**src/hw/mic_defines.svh**
```systemverilog
// offsets, field positions, reset values and timing counts of the interrupt controller
`ifndef MIC_DEFINES_SVH
`define MIC_DEFINES_SVH

// ==========================================================
// register map (option register sits at data index C8h)
`define MIC_OPT_IDX 12'h0C8
`define MIC_OPT_ADDR 12'h320
`define MIC_STAT_ADDR 12'h324
`define MIC_EVT_ADDR 12'h328
`define MIC_OPT_RESET 8'h00

// ==========================================================
// option register fields
`define MIC_OPT_LVL_BIT 6
`define MIC_OPT_POL_BIT 5
`define MIC_OPT_ENA_BIT 4

// ==========================================================
// fixed vector addresses (low byte of each pair)
`define MIC_VEC_SRC0 12'hFFC
`define MIC_VEC_SRC1 12'hFF6
`define MIC_VEC_SRC2 12'hFF4
`define MIC_VEC_SRC3 12'hFF2
`define MIC_VEC_SRC4 12'hFF0

// ==========================================================
// option-clear instruction timing, in core cycles
`define MIC_CLR_INSTR_CYC 3'h4
`define MIC_CLR_QUIRK_CYC 3'h3

// ==========================================================
// axi response codes
`define MIC_RESP_OKAY 2'h0
`define MIC_RESP_SLVERR 2'h2

`endif

```
**src/hw/mic_pkg.sv**
```systemverilog
// types shared by the interrupt controller modules
package mic_pkg;

  // operating mode of the core, also selects the flag pair
  typedef enum logic [1:0] {
    MIC_MODE_NORMAL = 2'b00,
    MIC_MODE_IRQ = 2'b01,
    MIC_MODE_NMI = 2'b10
  } mic_mode_t;

  // interrupt source number
  typedef enum logic [2:0] {
    MIC_SRC_0 = 3'b000,
    MIC_SRC_1 = 3'b001,
    MIC_SRC_2 = 3'b010,
    MIC_SRC_3 = 3'b011,
    MIC_SRC_4 = 3'b100
  } mic_src_t;

endpackage

```
**src/hw/mic_irq_ctrl.sv**
```systemverilog
// interrupt controller for an 8-bit core, with axi4-lite register access
//
// Implementation choices: the register offsets and the AXI4-Lite register port.
`timescale 1ns/1ps
`include "mic_defines.svh"
module mic_irq_ctrl
  import mic_pkg::*;
#(
  parameter int SRC2_PINS = 4,
  parameter int SRC3_EVTS = 2,
  parameter int SRC4_EVTS = 1
) (
  // clock and reset
  input wire logic aclk,
  input wire logic aresetn,
  // axi4-lite write channels
  input wire logic [11:0] awaddr,
  input wire logic awvalid,
  output logic awready,
  input wire logic [31:0] wdata,
  input wire logic [3:0] wstrb,
  input wire logic wvalid,
  output logic wready,
  output logic [1:0] bresp,
  output logic bvalid,
  input wire logic bready,
  // axi4-lite read channels
  input wire logic [11:0] araddr,
  input wire logic arvalid,
  output logic arready,
  output logic [31:0] rdata,
  output logic [1:0] rresp,
  output logic rvalid,
  input wire logic rready,
  // request pins; nmi and source one active low, source two edge polarity selectable
  input wire logic nmi_pin_n,
  input wire logic src1_pin_n,
  input wire logic [SRC2_PINS-1:0] src2_pins,
  // peripheral level requests
  input wire logic [SRC3_EVTS-1:0] src3_req,
  input wire logic [SRC4_EVTS-1:0] src4_req,
  // core sequencing
  input wire logic instr_end,
  input wire logic return_from_irq,
  input wire logic opt_clr_start,
  input wire logic low_power,
  // core flags
  input wire logic flag_we,
  input wire logic carry_in,
  input wire logic zero_in,
  output logic carry_flag,
  output logic zero_flag,
  // entry and return to the core
  output logic irq_take,
  output logic [11:0] irq_vector,
  output logic stack_push,
  output logic stack_pop,
  output logic wake,
  output logic [1:0] core_mode
);

  // ========================================================
  // pin conditioning
  logic nmi_fall;
  logic s1_level;
  logic s1_fall;
  logic [SRC2_PINS-1:0] s2_level;
  logic [SRC2_PINS-1:0] s2_rise;
  logic [SRC2_PINS-1:0] s2_fall;
  logic [SRC2_PINS-1:0] s2_evt;
  logic [SRC2_PINS-1:0] evt_clr;
  logic [SRC2_PINS-1:0] evt_flags;

  mic_pin_sync u_nmi_sync (
    .aclk(aclk),
    .aresetn(aresetn),
    .pin(nmi_pin_n),
    .level(),
    .rise(),
    .fall(nmi_fall)
  );

  mic_pin_sync u_s1_sync (
    .aclk(aclk),
    .aresetn(aresetn),
    .pin(src1_pin_n),
    .level(s1_level),
    .rise(),
    .fall(s1_fall)
  );

  for (genvar i = 0; i < SRC2_PINS; i++) begin : g_s2
    mic_pin_sync u_s2_sync (
      .aclk(aclk),
      .aresetn(aresetn),
      .pin(src2_pins[i]),
      .level(s2_level[i]),
      .rise(s2_rise[i]),
      .fall(s2_fall[i])
    );
  end

  // ========================================================
  // option register and its fields
  logic [7:0] opt;
  logic lvl_sel;
  logic pol_sel;
  logic ena;

  assign lvl_sel = opt[`MIC_OPT_LVL_BIT];
  assign pol_sel = opt[`MIC_OPT_POL_BIT];
  assign ena = opt[`MIC_OPT_ENA_BIT];

  // per-pin edge on the selected polarity, pins share one source
  assign s2_evt = pol_sel ? s2_rise : s2_fall;

  // each pin keeps its own flag for polling
  mic_event_flags #(
    .N(SRC2_PINS)
  ) u_s2_flags (
    .aclk(aclk),
    .aresetn(aresetn),
    .set(s2_evt),
    .clr(evt_clr),
    .flags(evt_flags)
  );

  // ========================================================
  // request state
  mic_mode_t mode;
  mic_mode_t nmi_ret_mode;
  mic_mode_t fsel;
  mic_mode_t nmi_ret_fsel;
  mic_mode_t irq_ret_fsel;
  logic nmi_latch;
  logic s1_latch;
  logic s2_latch;
  logic quirk;
  logic [2:0] clr_cnt;
  logic req1;
  logic req2;
  logic req3;
  logic req4;
  logic any_mreq;
  logic take_nmi;
  logic take_m;
  mic_src_t sel_src;
  logic [11:0] sel_vec;

  // level mode reads the pin low at sampling time only
  assign req1 = lvl_sel ? ~s1_level : s1_latch;
  assign req2 = s2_latch;
  assign req3 = |src3_req;
  assign req4 = |src4_req;
  assign any_mreq = req1 | req2 | req3 | req4;

  // nmi beats everything but a running nmi routine
  assign take_nmi = instr_end & ~return_from_irq & nmi_latch
    & (mode != MIC_MODE_NMI);
  // maskable only from normal mode; the quirk slips past a late clear
  assign take_m = instr_end & ~return_from_irq & ~take_nmi & any_mreq
    & (mode == MIC_MODE_NORMAL) & (ena | quirk);

  // fixed priority, nmi first, then source one
  always_comb begin
    if (take_nmi) begin
      sel_src = MIC_SRC_0;
      sel_vec = `MIC_VEC_SRC0;
    end else if (req1) begin
      sel_src = MIC_SRC_1;
      sel_vec = `MIC_VEC_SRC1;
    end else if (req2) begin
      sel_src = MIC_SRC_2;
      sel_vec = `MIC_VEC_SRC2;
    end else if (req3) begin
      sel_src = MIC_SRC_3;
      sel_vec = `MIC_VEC_SRC3;
    end else begin
      sel_src = MIC_SRC_4;
      sel_vec = `MIC_VEC_SRC4;
    end
  end

  // nmi flip-flop; a new edge in the clear cycle is kept
  always_ff @(posedge aclk) begin
    if (!aresetn) begin
      nmi_latch <= 1'b0;
    end else if (nmi_fall) begin
      nmi_latch <= 1'b1;
    end else if (take_nmi) begin
      nmi_latch <= 1'b0;
    end
  end

  // source one edge latch, idle in level mode
  always_ff @(posedge aclk) begin
    if (!aresetn) begin
      s1_latch <= 1'b0;
    end else if (lvl_sel) begin
      s1_latch <= 1'b0;
    end else if (s1_fall) begin
      s1_latch <= 1'b1;
    end else if (take_m && sel_src == MIC_SRC_1) begin
      s1_latch <= 1'b0;
    end
  end

  // source two edge latch; later edges merge into the held one
  always_ff @(posedge aclk) begin
    if (!aresetn) begin
      s2_latch <= 1'b0;
    end else if (|s2_evt) begin
      s2_latch <= 1'b1;
    end else if (take_m && sel_src == MIC_SRC_2) begin
      s2_latch <= 1'b0;
    end
  end

  // ========================================================
  // option-clear instruction window: its first cycles arm the quirk
  always_ff @(posedge aclk) begin
    if (!aresetn) begin
      clr_cnt <= 3'h0;
    end else if (opt_clr_start) begin
      clr_cnt <= 3'h1;
    end else if (clr_cnt != 3'h0 && clr_cnt < `MIC_CLR_INSTR_CYC - 3'h1) begin
      clr_cnt <= clr_cnt + 3'h1;
    end else begin
      clr_cnt <= 3'h0;
    end
  end

  // armed while enabled, consumed at the next boundary
  always_ff @(posedge aclk) begin
    if (!aresetn) begin
      quirk <= 1'b0;
    end else if ((opt_clr_start || (clr_cnt != 3'h0 && clr_cnt < `MIC_CLR_QUIRK_CYC))
                 && ena && any_mreq && mode == MIC_MODE_NORMAL) begin
      quirk <= 1'b1;
    end else if (instr_end) begin
      quirk <= 1'b0;
    end
  end

  // ========================================================
  // mode and flag-pair sequencing; reset starts in nmi mode
  always_ff @(posedge aclk) begin
    if (!aresetn) begin
      mode <= MIC_MODE_NMI;
      fsel <= MIC_MODE_NMI;
      nmi_ret_mode <= MIC_MODE_NORMAL;
      nmi_ret_fsel <= MIC_MODE_NORMAL;
      irq_ret_fsel <= MIC_MODE_NORMAL;
    end else if (take_nmi) begin
      nmi_ret_mode <= mode;
      nmi_ret_fsel <= fsel;
      mode <= MIC_MODE_NMI;
      fsel <= MIC_MODE_NMI;
    end else if (take_m) begin
      irq_ret_fsel <= fsel;
      mode <= MIC_MODE_IRQ;
      if (!ena) begin
        fsel <= fsel;
      end else begin
        fsel <= MIC_MODE_IRQ;
      end
    end else if (return_from_irq) begin
      unique case (mode)
        MIC_MODE_NMI: begin
          mode <= nmi_ret_mode;
          fsel <= nmi_ret_fsel;
        end
        MIC_MODE_IRQ: begin
          mode <= MIC_MODE_NORMAL;
          fsel <= irq_ret_fsel;
        end
        MIC_MODE_NORMAL: begin
          mode <= MIC_MODE_NORMAL;
        end
        default: begin
          mode <= MIC_MODE_NORMAL;
          fsel <= MIC_MODE_NORMAL;
        end
      endcase
    end
  end

  // ========================================================
  // three carry/zero pairs, indexed by the selected set
  logic [2:0] pair_c;
  logic [2:0] pair_z;

  // only the pair in use is written, the others keep their values
  always_ff @(posedge aclk) begin
    if (!aresetn) begin
      pair_c <= 3'h0;
      pair_z <= 3'h0;
    end else if (flag_we) begin
      pair_c[fsel] <= carry_in;
      pair_z[fsel] <= zero_in;
    end
  end

  // registered view of the active pair
  always_ff @(posedge aclk) begin
    if (!aresetn) begin
      carry_flag <= 1'b0;
      zero_flag <= 1'b0;
      core_mode <= MIC_MODE_NMI;
    end else begin
      carry_flag <= pair_c[fsel];
      zero_flag <= pair_z[fsel];
      core_mode <= mode;
    end
  end

  // ========================================================
  // entry and return strobes to the core
  always_ff @(posedge aclk) begin
    if (!aresetn) begin
      irq_take <= 1'b0;
      stack_push <= 1'b0;
      stack_pop <= 1'b0;
      irq_vector <= 12'h000;
    end else begin
      irq_take <= take_nmi | take_m;
      stack_push <= take_nmi | take_m;
      stack_pop <= return_from_irq & (mode != MIC_MODE_NORMAL);
      if (take_nmi || take_m) begin
        irq_vector <= sel_vec;
      end
    end
  end

  // wake needs the global enable even for the nmi
  always_ff @(posedge aclk) begin
    if (!aresetn) begin
      wake <= 1'b0;
    end else begin
      wake <= low_power & ena & (nmi_latch | any_mreq);
    end
  end

  // ========================================================
  // axi4-lite write side; address and data taken in either order
  logic aw_held;
  logic w_held;
  logic [11:0] aw_addr_q;
  logic [31:0] w_data_q;
  logic [3:0] w_strb_q;
  logic do_write;

  assign do_write = aw_held & w_held & ~bvalid;

  always_ff @(posedge aclk) begin
    if (!aresetn) begin
      aw_held <= 1'b0;
      awready <= 1'b0;
      aw_addr_q <= 12'h000;
    end else if (awvalid && awready) begin
      aw_held <= 1'b1;
      awready <= 1'b0;
      aw_addr_q <= awaddr;
    end else if (do_write) begin
      aw_held <= 1'b0;
    end else begin
      awready <= ~aw_held & ~awready;
    end
  end

  always_ff @(posedge aclk) begin
    if (!aresetn) begin
      w_held <= 1'b0;
      wready <= 1'b0;
      w_data_q <= 32'h0000_0000;
      w_strb_q <= 4'h0;
    end else if (wvalid && wready) begin
      w_held <= 1'b1;
      wready <= 1'b0;
      w_data_q <= wdata;
      w_strb_q <= wstrb;
    end else if (do_write) begin
      w_held <= 1'b0;
    end else begin
      wready <= ~w_held & ~wready;
    end
  end

  // write-only option register; no single-bit access path exists
  always_ff @(posedge aclk) begin
    if (!aresetn) begin
      opt <= `MIC_OPT_RESET;
    end else if (do_write && aw_addr_q == `MIC_OPT_ADDR && w_strb_q[0]) begin
      opt <= w_data_q[7:0];
    end
  end

  // write one to clear a pin flag
  assign evt_clr = (do_write && aw_addr_q == `MIC_EVT_ADDR && w_strb_q[0])
    ? w_data_q[SRC2_PINS-1:0] : '0;

  always_ff @(posedge aclk) begin
    if (!aresetn) begin
      bvalid <= 1'b0;
      bresp <= `MIC_RESP_OKAY;
    end else if (do_write) begin
      bvalid <= 1'b1;
      bresp <= (aw_addr_q == `MIC_OPT_ADDR || aw_addr_q == `MIC_EVT_ADDR)
        ? `MIC_RESP_OKAY : `MIC_RESP_SLVERR;
    end else if (bready) begin
      bvalid <= 1'b0;
    end
  end

  // ========================================================
  // axi4-lite read side; option register reads back zero
  logic [31:0] stat_word;

  assign stat_word = {16'h0000, 1'b0, sel_src, req4, req3, req2, req1,
    s2_latch, s1_latch, nmi_latch, quirk, fsel, mode};

  always_ff @(posedge aclk) begin
    if (!aresetn) begin
      arready <= 1'b0;
      rvalid <= 1'b0;
      rdata <= 32'h0000_0000;
      rresp <= `MIC_RESP_OKAY;
    end else if (arvalid && arready) begin
      arready <= 1'b0;
      rvalid <= 1'b1;
      rresp <= `MIC_RESP_OKAY;
      if (araddr == `MIC_STAT_ADDR) begin
        rdata <= stat_word;
      end else if (araddr == `MIC_EVT_ADDR) begin
        rdata <= 32'(evt_flags);
      end else if (araddr == `MIC_OPT_ADDR) begin
        rdata <= 32'h0000_0000;
      end else begin
        rdata <= 32'h0000_0000;
        rresp <= `MIC_RESP_SLVERR;
      end
    end else if (rvalid && rready) begin
      rvalid <= 1'b0;
    end else begin
      arready <= ~rvalid & ~arready;
    end
  end

endmodule // mic_irq_ctrl

```
**src/hw/mic_pin_sync.sv**
```systemverilog
// two-stage synchroniser with edge detection for one request pin
`timescale 1ns/1ps
module mic_pin_sync (
  // clock and reset
  input wire logic aclk,
  input wire logic aresetn,
  // raw pin and conditioned results
  input wire logic pin,
  output logic level,
  output logic rise,
  output logic fall
);

  logic meta;
  logic stable;
  logic prev;

  // ========================================================
  // first stage is read only by the second; reset loads the pin level
  // into every stage, since a pin may idle low and a fixed reset value
  // would show a false edge once reset lets go
  always_ff @(posedge aclk) begin
    if (!aresetn) begin
      meta <= pin;
      stable <= pin;
      prev <= pin;
    end else begin
      meta <= pin;
      stable <= meta;
      prev <= stable;
    end
  end

  // edges seen on settled values only
  assign level = stable;
  assign rise = stable & ~prev;
  assign fall = ~stable & prev;

endmodule // mic_pin_sync

```
**src/hw/mic_event_flags.sv**
```systemverilog
// sticky per-event flags, set by hardware, cleared by software
`timescale 1ns/1ps
module mic_event_flags #(
  parameter int N = 8
) (
  // clock and reset
  input wire logic aclk,
  input wire logic aresetn,
  // events and clears
  input wire logic [N-1:0] set,
  input wire logic [N-1:0] clr,
  output logic [N-1:0] flags
);

  // ========================================================
  // a set in the clear cycle survives so no event is lost
  always_ff @(posedge aclk) begin
    if (!aresetn) begin
      flags <= '0;
    end else begin
      flags <= (flags & ~clr) | set;
    end
  end

endmodule // mic_event_flags

```
**config.mk**
```make
export PLATFORM = sky130hd
export DESIGN_NAME = mic_irq_ctrl
export DESIGN_NICKNAME = d
export VERILOG_FILES = /design/src/hw/mic_pkg.sv /design/src/hw/mic_irq_ctrl.sv /design/src/hw/mic_pin_sync.sv /design/src/hw/mic_event_flags.sv
export VERILOG_INCLUDE_DIRS = /design/src /design/src/hw
export SDC_FILE = /design/constraint.sdc
export NUM_CORES = 1
export LEC_CHECK = 0
export BUFFER_PORTS_ARGS = -buffer_cell sky130_fd_sc_hd__buf_4
export CAP_MARGIN = 20
export CORE_UTILIZATION = 25
export DETAILED_ROUTE_END_ITERATION = 8
export SETUP_SLACK_MARGIN = 0.15
export SLEW_MARGIN = 20
export SYNTH_ARGS = -nofsm -noshare
export SYNTH_HDL_FRONTEND = slang
export SYNTH_SLANG_ARGS = --single-unit
```
**constraint.sdc**
```tcl
create_clock -name aclk -period 4.6 [get_ports aclk]
set_clock_uncertainty 0.15 [all_clocks]
set_input_delay 0.23 -clock aclk [delete_from_list [all_inputs] [get_ports aclk]]
set_output_delay 0.23 -clock aclk [all_outputs]
set_load 0.01 [all_outputs]
```
==> impl_summary.txt, run 1 <==
----------------------------------------------------
[Clock network]
  Clock H-tree levels ... 3
  Post-CTS repair timing setup buffer count ... 0
  Number of buffers created by CTS ... 9
  Clock slew seen by the registers of the worst setup and hold paths ... 70 ps
  Buffer depth of the longest clock path ... 2
  Clk_lat worst skew ... 350 ps
  Cell chosen for the clock root ... clkbuf_16
  CTS resizes ... 0
  CTS tree ... built
  Hold-fix buffers at CTS ... 29
  CTS sink cnt ... between 100 and 150

[Global route]
  Via count of the first global-routing pass ... 3200
  Global Route met3 Usage ... 3.79%
  GR Util met1 ... 15.7%
  Wire length of the first global-routing pass ... 15900 µm
  All-Layer GR Usage ... 12.2%
  Layer with the highest usage ... met2
  Pin count of the biggest net entering global routing ... 38
  Initial antenna violation count ... 0
  Global route overflow ... 0
  Met2 usage in global routing ... 19.0%

[Critical path]
  Signal arrival time at the worst endpoint ... 2350 ps
  Crit path capture type ... flip-flop
  Reg2reg start ... mode[0]
  Critical path's slowest cell ... nor2_1
  Path type of the worst setup path ... reg2reg
  Critical path launch point type ... flip-flop
  Max Fanout on Critical Path ... 10
  Reg-to-Reg End ... fsel[0]
  Required time at the endpoint of the critical path ... 4690 ps
  Most frequent cell on the critical path ... nor2_1
  Cell count of the worst reg-to-reg path ... 6
  Worst R2R Setup Slack ... around 2300 ps
  Delay of the slowest cell on the worst path ... 600 ps
  Worst path cell trace ... inv_1, ha_1, nand2b_1, nor2_1, nor2_1, o211a_1

[Cells and area]
  Footprint of the flip-flops and latches ... approximately 0.0020 mm²
  NumNets Final ... 674
  Finished Layout Cells ... 807
  Layout area overhead ... 33.3%
  Final antenna diode count ... 0
  Final std cell area, no fill ... 0.00550 mm²
  Highest-count cells in the layout ignoring fill and taps ... dfxtp_1 (102), buf_4 (96), nand2_1 (90)
  Fill cell total of the finished layout ... between 1500 and 2000
  Layout cell share with drive strength beyond 1 ... 19.3%
  Area of combinational cells with multiple inputs ... 0.00181 mm²
  Utilization of the core after routing ... between 30 and 40%
  Leading cell type in the layout, fill and taps excluded ... dfxtp_1

[Floorplan]
  Die outline width ... ~130 µm
  Initial cell density of the core ... between 20% and 30%
  I/O pins ... 144
  Y dimension of the die ... 130 µm
  Total number of placement rows ... 46
  CORE AREA ... 0.0160 mm²
  Area of the die ... 0.0170 mm²

[Power]
  Tot Pwr ... 1.97 mW
  Largest voltage drop on the vdd net ... roughly 0.0002 V
  Leakage power summed over all cells ... 2.24 nW
  Power per Cell Area ... 357 mW/mm²

[Hold path]
  Worst hold path class ... in2reg
  Terminating pin of the worst hold path ... wake
  Hold path startpoint ... low_power
  Worst hold path depth ... 2

[Placed design]
  Global placement routability congestion ... 0.731
  Minimum setup slack after placement ... 2380 ps
  Detailed-placement wirelength estimate ... 6980 µm
  Port bufs ... 95
  Placed Cells ... about 760
  Placed inst area ... 0.00489 mm²

[Status]
  Run status ... finished, final reports clean

[Synth]
  Part of the Yosys area used for sequential elements ... 49.5%
  Gate count of the mapped netlist ... 480
  Cell types with the largest area share after synthesis ... dfxtp_1 (49%), nand2_1 (8.2%), a21oi_1 (7.0%)
  Count of unique library cells instantiated by Yosys ... 47
  Cell taking the most area after synthesis ... dfxtp_1
  Number of synthesis warnings ... 0
  Avg Inst Size Synth ... 8.59 µm²
  Top-area cell type share of the netlist area ... 49.5%
  Fraction of registers with async set or reset after synthesis ... 0%
  EDFF count, synth ... 0
  Mapped Area ... 0.00413 mm²
  Post-synthesis register bit count ... 102
  Most common flop cell mapped by yosys ... dfxtp_1

[STA]
  Slack of the critical path ... 2340 ps
  Post-route fraction of the period consumed by the critical path ... ~49%
  Pins Over Slew Limit ... 0
  Final hold vios ... 0
  Shortest clock period the worst path allows after layout ... between 2000 and 2500 ps
  Finish-stage setup viols ... 0
  Sum of negative setup slack ... 0 ps
  Slew of the pin with the lowest slew margin ... 878 ps
  Min Hold Slack ... ~14 ps
  Unrepaired setup endpoints after global routing ... no
  Slew headroom ... 41.5%
  Fmax ... about 440 MHz

[Drt]
  Number of search-and-repair iterations in the first detailed-routing pass ... 4
  Initial drt markers ... 97
  Antenna-violating nets left ... 0
  Total number of vias ... 3481
  Wirelength, routed ... about 10000 µm
  Detail-routed via count per cell ... 4.31
  Post-DR wirelength/cell ... 12.3 µm
  Number of design rule violations left after detail routing ... 0

[Flow run]
  Number of maximum-capacitance constraint violations ... 0

----------------------------------------------------
-- worst max-delay path, delay by kind of cell, from the launching register on --
kind | cells | cell delay, ps
AND/OR/NAND/NOR | 3 | 1010
flip-flops | 1 | 390
adder cells (fa/ha/maj) | 1 | 300
AO/OA/AOI/OAI | 1 | 170
buffers and inverters | 1 | 130
-- where the power goes --
| group | internal [mW] | switching (mW) |
|---|---|---|
| registers | 0.922 | 0.0301 |
| logic | 0.0945 | 0.0958 |
| clock network | 0.481 | 0.343 |
| total | 1.50 | 0.469 |
-- registers in the layout (all words and copies together), names as in the netlist, 2 cells and up --
| register | count |
|---|---|
| pair_c | 3 |
| core_mode | 2 |
| g_s2.u_s2_sync.level | 4 |
| clr_cnt | 3 |
| opt | 3 |
| g_s2.u_s2_sync.prev | 4 |
| rdata | 14 |
| pair_z | 3 |
| nmi_ret_mode | 2 |
| w_data_q | 7 |
| irq_ret_fsel | 2 |
| irq_vector | 4 |
| aw_addr_q | 12 |
| u_s2_flags.flags | 4 |
| fsel | 2 |
| mode | 2 |
| g_s2.u_s2_sync.meta | 4 |
| nmi_ret_fsel | 2 |
-- worst max-delay path by stage --
stage                  from  cells after the start       endpoint
floorplan           mode[0]                      7  irq_vector[2]
global placement    mode[0]                      6        fsel[0]
detailed placement  mode[0]                      6  irq_vector[2]
CTS                 mode[0]                      6  irq_vector[2]
global route        mode[0]                      6        mode[1]
finish              mode[0]                      6        fsel[0]
-- cell type report --
| cell class | count | share of cell area, % |
|---|---|---|
| sequential | 102 | 37.1 |
| multi-input combinational | 336 | 32.9 |
| timing repair buffer | 125 | 18.4 |
| tap | 216 | 4.91 |
| clock buffer | 10 | 4.16 |
| clock inverter | 6 | 1.71 |
| inverter | 12 | 0.819 |
-- cells by family after synthesis --
kind of cell	after synthesis	share of synthesized area (%)
buf+inv	61	8.40
other cells	1	0.0909
simple gates	190	22.4
mux	6	1.46
fa+ha+maj	5	1.52
compound gates	114	16.4
xor+xnor	1	0.212
flops	102	49.5
-- layer usage --
| metal | part of all wire, % | routed length [µm] |
|---|---|---|
| met1 | 47 | 4720 |
| met2 | 45 | 4460 |
| met3 | 5.9 | 581 |
| met4 | 1.7 | 173 |
| met5 | 0 | 0 |
-- synthesized netlist by cell type (3+ instances only) --
cell	instances
a22o_1	8
nor2b_1	9
o21ai_0	23
nor3b_1	6
nor2_1	29
buf_4	29
clkbuf_1	17
nand4_1	3
nand2_1	90
a211oi_1	3
mux2i_1	6
o21a_1	5
o211ai_1	6
nand3_1	20
nand2b_1	8
dfxtp_1	102
inv_1	11
or3_1	3
a32oi_1	4
ha_1	5
nor3_1	3
a21oi_1	58
and2_1	4
(Power assumes the default switching activity.)
==> run 2, diff against run 1 <==
==> constraint.sdc (replaced) <==
create_clock -name aclk -period 1.82 [get_ports aclk]
set_clock_uncertainty 0.15 [all_clocks]
set_input_delay 0.091 -clock aclk [delete_from_list [all_inputs] [get_ports aclk]]
set_output_delay 0.091 -clock aclk [all_outputs]
set_load 0.01 [all_outputs]
==> run 2 against run 1 <==
First-iteration DRC count rose by 18%. Clock-buffer cell count rose by 1. Non-clock buffer count rose by 54. Setup slack got worse by 2300 ps. Global-route usage rose by 0.90 points. Final cell count rose by 6.7%. Sequential share of layout area fell by 3.6 points. Critical path type unchanged. Critical endpoint is now irq_vector[2]. Largest cell class unchanged. Largest power group unchanged.
==> impl_summary.txt, run 2 (synthesis gave the netlist of run 1 again) <==
----------------------------------------------------
[Status]
  Run status ... finished, final reports clean (unchanged)

[Clock network]
  CTS sink cnt ... 102 (unchanged)
  Clk_lat worst skew ... 350 ps (about the same)
  Clock slew seen by the registers of the worst setup and hold paths ... 70 ps (about the same)
  Number of buffers created by CTS ... 9 (unchanged)
  Cell chosen for the clock root ... clkbuf_16 (unchanged)
  Clock H-tree levels ... 3 (unchanged)
  CTS tree ... built (unchanged)
  Buffer depth of the longest clock path ... 2 (unchanged)

[Drt]
  Number of search-and-repair iterations in the first detailed-routing pass ... 6 (was 4)
  Post-DR wirelength/cell ... 12.5 µm (was 12.3 µm)
  Number of design rule violations left after detail routing ... 0 (unchanged)
  Wirelength, routed ... 10800 µm (was 9930 µm)
  Antenna-violating nets left ... 0 (unchanged)
  Initial drt markers ... 114 (was 97)
  Detail-routed via count per cell ... 4.35 (was 4.31)
  Total number of vias ... 3746 (was 3481)

[Global route]
  Layer with the highest usage ... met2 (unchanged)
  Met2 usage in global routing ... 21.2% (was 19.0%)
  Via count of the first global-routing pass ... 3479 (was 3200)
  Global Route met3 Usage ... 3.38% (was 3.79%)
  Global route overflow ... 0 (unchanged)
  All-Layer GR Usage ... 13.0% (was 12.2%)
  Initial antenna violation count ... 0 (unchanged)
  Wire length of the first global-routing pass ... 17000 µm (was 15900 µm)
  Pin count of the biggest net entering global routing ... 31 (was 38)
  GR Util met1 ... 16.6% (was 15.7%)

[Floorplan]
  Initial cell density of the core ... 25.8% (unchanged)
  Die outline width ... 130 µm (unchanged)
  Area of the die ... 0.0170 mm² (unchanged)
  Y dimension of the die ... 130 µm (unchanged)
  I/O pins ... 144 (unchanged)
  CORE AREA ... 0.0160 mm² (unchanged)
  Total number of placement rows ... 46 (unchanged)

[Critical path]
  Crit path capture type ... flip-flop (unchanged)
  Critical path launch point type ... flip-flop (unchanged)
  Worst R2R Setup Slack ... 30 ps (was 2340 ps)
  Worst path cell trace ... inv_4, ha_4, nor2b_2, or3_4, or4_4, o311a_1 (was inv_1, ha_1, nand2b_1, nor2_1, nor2_1, o211a_1)
  Reg2reg start ... mode[0] (unchanged)
  Required time at the endpoint of the critical path ... 1920 ps (was 4690 ps)
  Path type of the worst setup path ... reg2reg (unchanged)
  Largest delay contributor family on the critical path ... simple AND/OR/NAND/NOR gates (unchanged)
  Delay of the slowest cell on the worst path ... 420 ps (was 600 ps)
  Max Fanout on Critical Path ... 4 (was 10)
  Number of buffers and inverters on the critical path ... 1 (unchanged)
  Signal arrival time at the worst endpoint ... 1890 ps (was 2350 ps)
  Cell count of the worst reg-to-reg path ... 6 (unchanged)
  Critical path's slowest cell ... or4_4 (was nor2_1)
  Reg-to-Reg End ... irq_vector[2] (was fsel[0])

[STA]
  Finish-stage setup viols ... 0 (unchanged)
  Pins Over Slew Limit ... 0 (unchanged)
  Sum of negative setup slack ... 0 ps (unchanged)
  Unrepaired setup endpoints after global routing ... yes (was no)
  Fmax ... 557 MHz (was 443 MHz)
  Post-route fraction of the period consumed by the critical path ... 98.6% (was 49.1%)
  Slack of the critical path ... 25.2 ps (was 2340 ps)
  Shortest clock period the worst path allows after layout ... 1790 ps (was 2260 ps)
  Min Hold Slack ... 64.7 ps (was 13.7 ps)
  Final hold vios ... 0 (unchanged)

[Placed design]
  Port bufs ... 95 (unchanged)
  Placed inst area ... 0.00508 mm² (was 0.00489 mm²)
  Placed Cells ... 783 (was 762)
  Detailed-placement wirelength estimate ... 7390 µm (was 6980 µm)
  Global placement routability congestion ... 0.788 (was 0.731)
  Minimum setup slack after placement ... 14.3 ps (was 2380 ps)

[Cells and area]
  Highest-count cells in the layout ignoring fill and taps ... buf_4 (122), dfxtp_1 (98), nand2_1 (89) (was dfxtp_1 (102), buf_4 (96), nand2_1 (90))
  Top flop regs ... rdata x14, aw_addr_q x12, w_data_q x7 (unchanged)
  Layout cell share with drive strength beyond 1 ... 26.0% (was 19.3%)
  Final std cell area, no fill ... 0.00612 mm² (was 0.00550 mm²)
  Final antenna diode count ... 0 (unchanged)
  Utilization of the core after routing ... 38.2% (was 34.4%)
  Fill cell total of the finished layout ... 1688 (was 1706)
  Flip-flop count of the largest register after layout ... 14 (unchanged)
  Layout area overhead ... 48.3% (was 33.3%)
  NumNets Final ... 728 (was 674)
  Leading cell type in the layout, fill and taps excluded ... buf_4 (was dfxtp_1)
  Register with the highest flop count ... rdata (unchanged)
  Finished Layout Cells ... 861 (was 807)

[Hold path]
  Worst hold path class ... in2reg (unchanged)
  Worst hold path depth ... 5 (was 2)
  Terminating pin of the worst hold path ... rdata[12] (was wake)
  Hold path startpoint ... src3_req[0] (was low_power)

[Power]
  Leakage power summed over all cells ... 2.51 nW (was 2.24 nW)
  Tot Pwr ... 5.11 mW (was 1.97 mW)
  Power per Cell Area ... 836 mW/mm² (was 357 mW/mm²)
  Largest voltage drop on the vdd net ... 0.000501 V (was 0.000197 V)

[Flow run]
  Number of maximum-capacitance constraint violations ... 0 (unchanged)

----------------------------------------------------
[run 2: cell count changes in the layout (fill, tap and decap cells not counted), moves of 3 or more]
cell,delta
o21ai_2,+3
buf_4,+26
o21ai_1,+7
dlygate4sd3_1,+25
dfxtp_2,+3
dfxtp_1,-4
o21ai_0,-10
[run 2: worst max-delay path by stage]
stage,startpoint,slack [ps],to,cells after the start
6_report,mode[0],30,irq_vector[2],6
5_1_grt,mode[0],-30,irq_vector[2],6
2_1_floorplan,mode[0],-80,irq_vector[2],7
3_3_place_gp,mode[1],20,irq_vector[2],6
3_5_place_dp,mode[1],10,irq_vector[2],6
4_1_cts,mode[0],20,irq_vector[2],6
[run 2: what timing repair did]
item	CTS	global route
endpoints found under the setup margin	20	30
hold endpoints to repair	66	0
hold buffers	54	0
buffers inserted	4	4
gates cloned	0	0
gates resized for setup	15	20
pin swaps	4	7
[run 2: layout make-up]
| type | count | area (µm²) | share of cell area, % |
|---|---|---|---|
| multi-input combinational | 336 | 1920 | 31.5 |
| clock buffer | 11 | 243 | 3.97 |
| tap | 216 | 270 | 4.42 |
| clock inverter | 5 | 81.3 | 1.33 |
| timing repair buffer | 179 | 1500 | 24.5 |
| inverter | 12 | 50.0 | 0.818 |
| sequential | 102 | 2050 | 33.5 |
[run 2: worst min-delay path: stages]
cell	delay (ps)
buf_4	100
nor2_1	40
nor2_1	130
nor2_1	50
o21ai_0	120
[run 2: report_power, final]
part / switching (mW) / leakage (nW) / internal, mW
sequential: 0.0744 / 0.837 / 2.33
clock: 0.863 / 0.156 / 1.25
combinational: 0.278 / 1.52 / 0.319
[run 2: layer usage]
layer | part of all wire [%] | routed length (µm)
met1 | 48 | 5120
met2 | 46 | 4960
met3 | 4.7 | 501
met4 | 1.6 | 175
met5 | 0 | 0
==> run 3, diff against run 2 <==
--- a/config.mk
+++ b/config.mk
@@ -8,8 +8,10 @@
 export LEC_CHECK = 0
 export BUFFER_PORTS_ARGS = -buffer_cell sky130_fd_sc_hd__buf_4
 export CAP_MARGIN = 20
-export CORE_UTILIZATION = 25
+export CORE_UTILIZATION = 45
+export CTS_CLUSTER_SIZE = 16
 export DETAILED_ROUTE_END_ITERATION = 8
+export PLACE_DENSITY = 0.76
 export SETUP_SLACK_MARGIN = 0.15
 export SLEW_MARGIN = 20
 export SYNTH_ARGS = -nofsm -noshare
==> run 3 against run 2 <==
The run now ends with design-rule violations, negative setup slack left. Routed wire length decreased by 5.8%. Critical path depth unchanged. Design area decreased by 4.1%. Final cell count decreased by 13%. Sequential power about the same. Utilization increased by 28 points. Setup slack got worse by 74 ps. Register-to-register slack got worse by 70 ps. Sequential share of layout area increased by 1.4 points. Via count increased by 3.4%. First-iteration DRC count increased by 49%. Critical endpoint unchanged. Largest cell class unchanged.
==> impl_summary.txt, run 3 (synthesis gave the netlist of run 1 again) <==
----------------------------------------------------
[Status]
  Run status ... finished with violations (was finished, final reports clean)
  Failing checks ... design-rule violations, negative setup slack

[Drt]
  Initial drt markers ... 170 (was 114)
  Post-DR wirelength/cell ... 13.5 µm (was 12.5 µm)
  Antenna-violating nets left ... 0 (unchanged)
  Wirelength, routed ... 10100 µm (was 10800 µm)
  Number of design rule violations left after detail routing ... 16 (was 0)
  Detail-routed via count per cell ... 5.15 (was 4.35)
  Number of search-and-repair iterations in the first detailed-routing pass ... 6 (unchanged)
  Total number of vias ... 3875 (was 3746)

[Placed design]
  Global placement routability congestion ... 0.883 (was 0.788)
  Placed inst area ... 0.00497 mm² (was 0.00508 mm²)
  Minimum setup slack after placement ... 1.60 ps (was 14.3 ps)
  Detailed-placement wirelength estimate ... 6950 µm (was 7390 µm)
  Port bufs ... 95 (unchanged)

[Power]
  Sequential fraction of design power ... 54.1% (was 47.0%)
  Largest voltage drop on the vdd net ... 0.000476 V (was 0.000501 V)
  Net switching power ... 1.12 mW (was 1.22 mW)
  Power per Cell Area ... 757 mW/mm² (was 836 mW/mm²)
  Sw Share ... 25.1% (was 23.8%)
  Internal Dissipation ... 3.32 mW (was 3.90 mW)
  Combinational cell fraction of total power ... 13.6% (was 11.7%)
  Leakage power summed over all cells ... 2.44 nW (was 2.51 nW)
  Clock share of power ... 32.4% (was 41.3%)

[Critical path]
  Signal arrival time at the worst endpoint ... 1970 ps (was 1890 ps)
  Max Fanout on Critical Path ... 4 (unchanged)
  Crit path capture type ... flip-flop (unchanged)
  Path type of the worst setup path ... reg2reg (unchanged)
  Required time at the endpoint of the critical path ... 1930 ps (was 1920 ps)
  Critical path launch point type ... flip-flop (unchanged)

[STA]
  Post-route fraction of the period consumed by the critical path ... 103% (was 98.6%)
  Pins Over Slew Limit ... 0 (unchanged)
  Min Hold Slack ... 17.9 ps (was 64.7 ps)
  Finish-stage setup viols ... 1 (was 0)
  Shortest clock period the worst path allows after layout ... 1870 ps (was 1790 ps)
  Sum of negative setup slack ... -48.7 ps (was 0 ps)
  Final hold vios ... 0 (unchanged)
  Unrepaired setup endpoints after global routing ... yes (unchanged)
  Slack of the critical path ... -48.7 ps (was 25.2 ps)
  Fmax ... 535 MHz (was 557 MHz)

[Hold path]
  Worst hold path class ... in2reg (unchanged)

[Global route]
  Pin count of the biggest net entering global routing ... 42 (was 31)
  Via count of the first global-routing pass ... 3672 (was 3479)
  GR Util met1 ... 26.2% (was 16.6%)
  Met2 usage in global routing ... 39.1% (was 21.2%)
  All-Layer GR Usage ... 21.7% (was 13.0%)
  Global route overflow ... 0 (unchanged)
  Initial antenna violation count ... 0 (unchanged)
  Global Route met3 Usage ... 3.44% (was 3.38%)
  Wire length of the first global-routing pass ... 16800 µm (was 17000 µm)
  Layer with the highest usage ... met2 (unchanged)

[Clock network]
  Cell chosen for the clock root ... clkbuf_8 (was clkbuf_16)
  Clock H-tree levels ... 3 (unchanged)
  Clock slew seen by the registers of the worst setup and hold paths ... 90 ps (was 70 ps)
  CTS sink cnt ... 102 (unchanged)
  CTS tree ... built (unchanged)
  Number of buffers created by CTS ... 9 (unchanged)
  Buffer depth of the longest clock path ... 2 (unchanged)
  Clk_lat worst skew ... 360 ps (was 350 ps)

[Cells and area]
  Flip-flop count of the largest register after layout ... 14 (unchanged)
  Final std cell area, no fill ... 0.00587 mm² (was 0.00612 mm²)
  Fill cell total of the finished layout ... 697 (was 1688)
  Layout cell share with drive strength beyond 1 ... 26.0% (unchanged)
  Footprint of the flip-flops and latches ... 0.00205 mm² (about the same)
  Final antenna diode count ... 0 (unchanged)
  Leading cell type in the layout, fill and taps excluded ... buf_4 (unchanged)
  Layout area overhead ... 42.3% (was 48.3%)
  NumNets Final ... 728 (unchanged)
  Register with the highest flop count ... rdata (unchanged)
  Highest-count cells in the layout ignoring fill and taps ... buf_4 (119), dfxtp_1 (99), nand2_1 (89) (was buf_4 (122), dfxtp_1 (98), nand2_1 (89))
  Top flop regs ... rdata x14, aw_addr_q x12, w_data_q x7 (unchanged)
  Area of combinational cells with multiple inputs ... 0.00192 mm² (about the same)

[Floorplan]
  Y dimension of the die ... 97.7 µm (was 130 µm)
  I/O pins ... 144 (unchanged)
  Die outline width ... 97.7 µm (was 130 µm)
  CORE AREA ... 0.00881 mm² (was 0.0160 mm²)
  Area of the die ... 0.00955 mm² (was 0.0170 mm²)
  Total number of placement rows ... 34 (was 46)
  Initial cell density of the core ... 46.8% (was 25.8%)

[Flow run]
  Number of maximum-capacitance constraint violations ... 0 (unchanged)

----------------------------------------------------
[run 3: cell count changes in the layout (fill, tap and decap cells not counted), moves of 2 or more]
cell / delta
buf_6: +3
nor2_4: +2
clkinvlp_4: +2
clkbuf_8: +9
buf_4: -3
clkbuf_16: -9
[run 3: timing repair]
item | in CTS | in global routing
gates resized for setup | 13 | 26
pin swaps | 4 | 2
setup buffers | 4 | 2
endpoints found under the setup margin | 14 | 29
hold buffers | 54 | 0
hold endpoints to repair | 67 | 0
[run 3: power by group through the flow]
stage / logic, mW / clock network (mW) / registers (mW)
6_report: 0.602 / 1.44 / 2.40
5_1_grt: 0.663 / 1.57 / 2.42
4_1_cts: 0.583 / 1.46 / 2.40
3_5_place_dp: 0.476 / 0 / 2.45
3_3_place_gp: 0.463 / 0 / 2.45
2_1_floorplan: 0.295 / 0 / 2.44
[run 3: worst paths after layout]
check | end | start | slack, ps | cells after the start
setup / recovery | irq_vector[2] | mode[1] | -50 | 6
hold / removal | mode[1] | return_from_irq | 20 | 4
setup reg to reg | irq_vector[2] | mode[1] | -50 | 6
hold reg to reg | g_s2[0].u_s2_sync.level | g_s2[0].u_s2_sync.meta | 280 | 2
[run 3: critical path: stages (launching register included)]
cell	delay [ps]
dfxtp_4	380
inv_4	60
ha_4	130
o21ai_2	60
or3_4	420
or4_1	430
o311a_1	140
[run 3: metrics by stage]
step / power, mW / instances / util (%)
final: 4.44 / 753 / 66.6
after global routing: 4.65 / 753 / 66.6
after CTS: 4.44 / 751 / 65.6
after detailed placement: 2.93 / 677 / 56.4
after global placement: 2.91 / 677 / 56.4
after floorplan: 2.73 / 499 / -
[run 3: cell type report]
type	instances	area share, %
clock buffers	11	2.41
clock inverters	5	1.00
inverters	12	0.917
multi-input cells	336	32.7
flip-flops and latches	102	34.9
well taps	108	2.30
repair buffers	179	25.7
[run 3: layer usage]
metal  vias to the layer above  part of all wire (%)
met3                        14                   4.5
met4                         0                   1.7
li1                       1926                     -
met5                         -                     0
met1                      1825                    44
met2                       110                    50
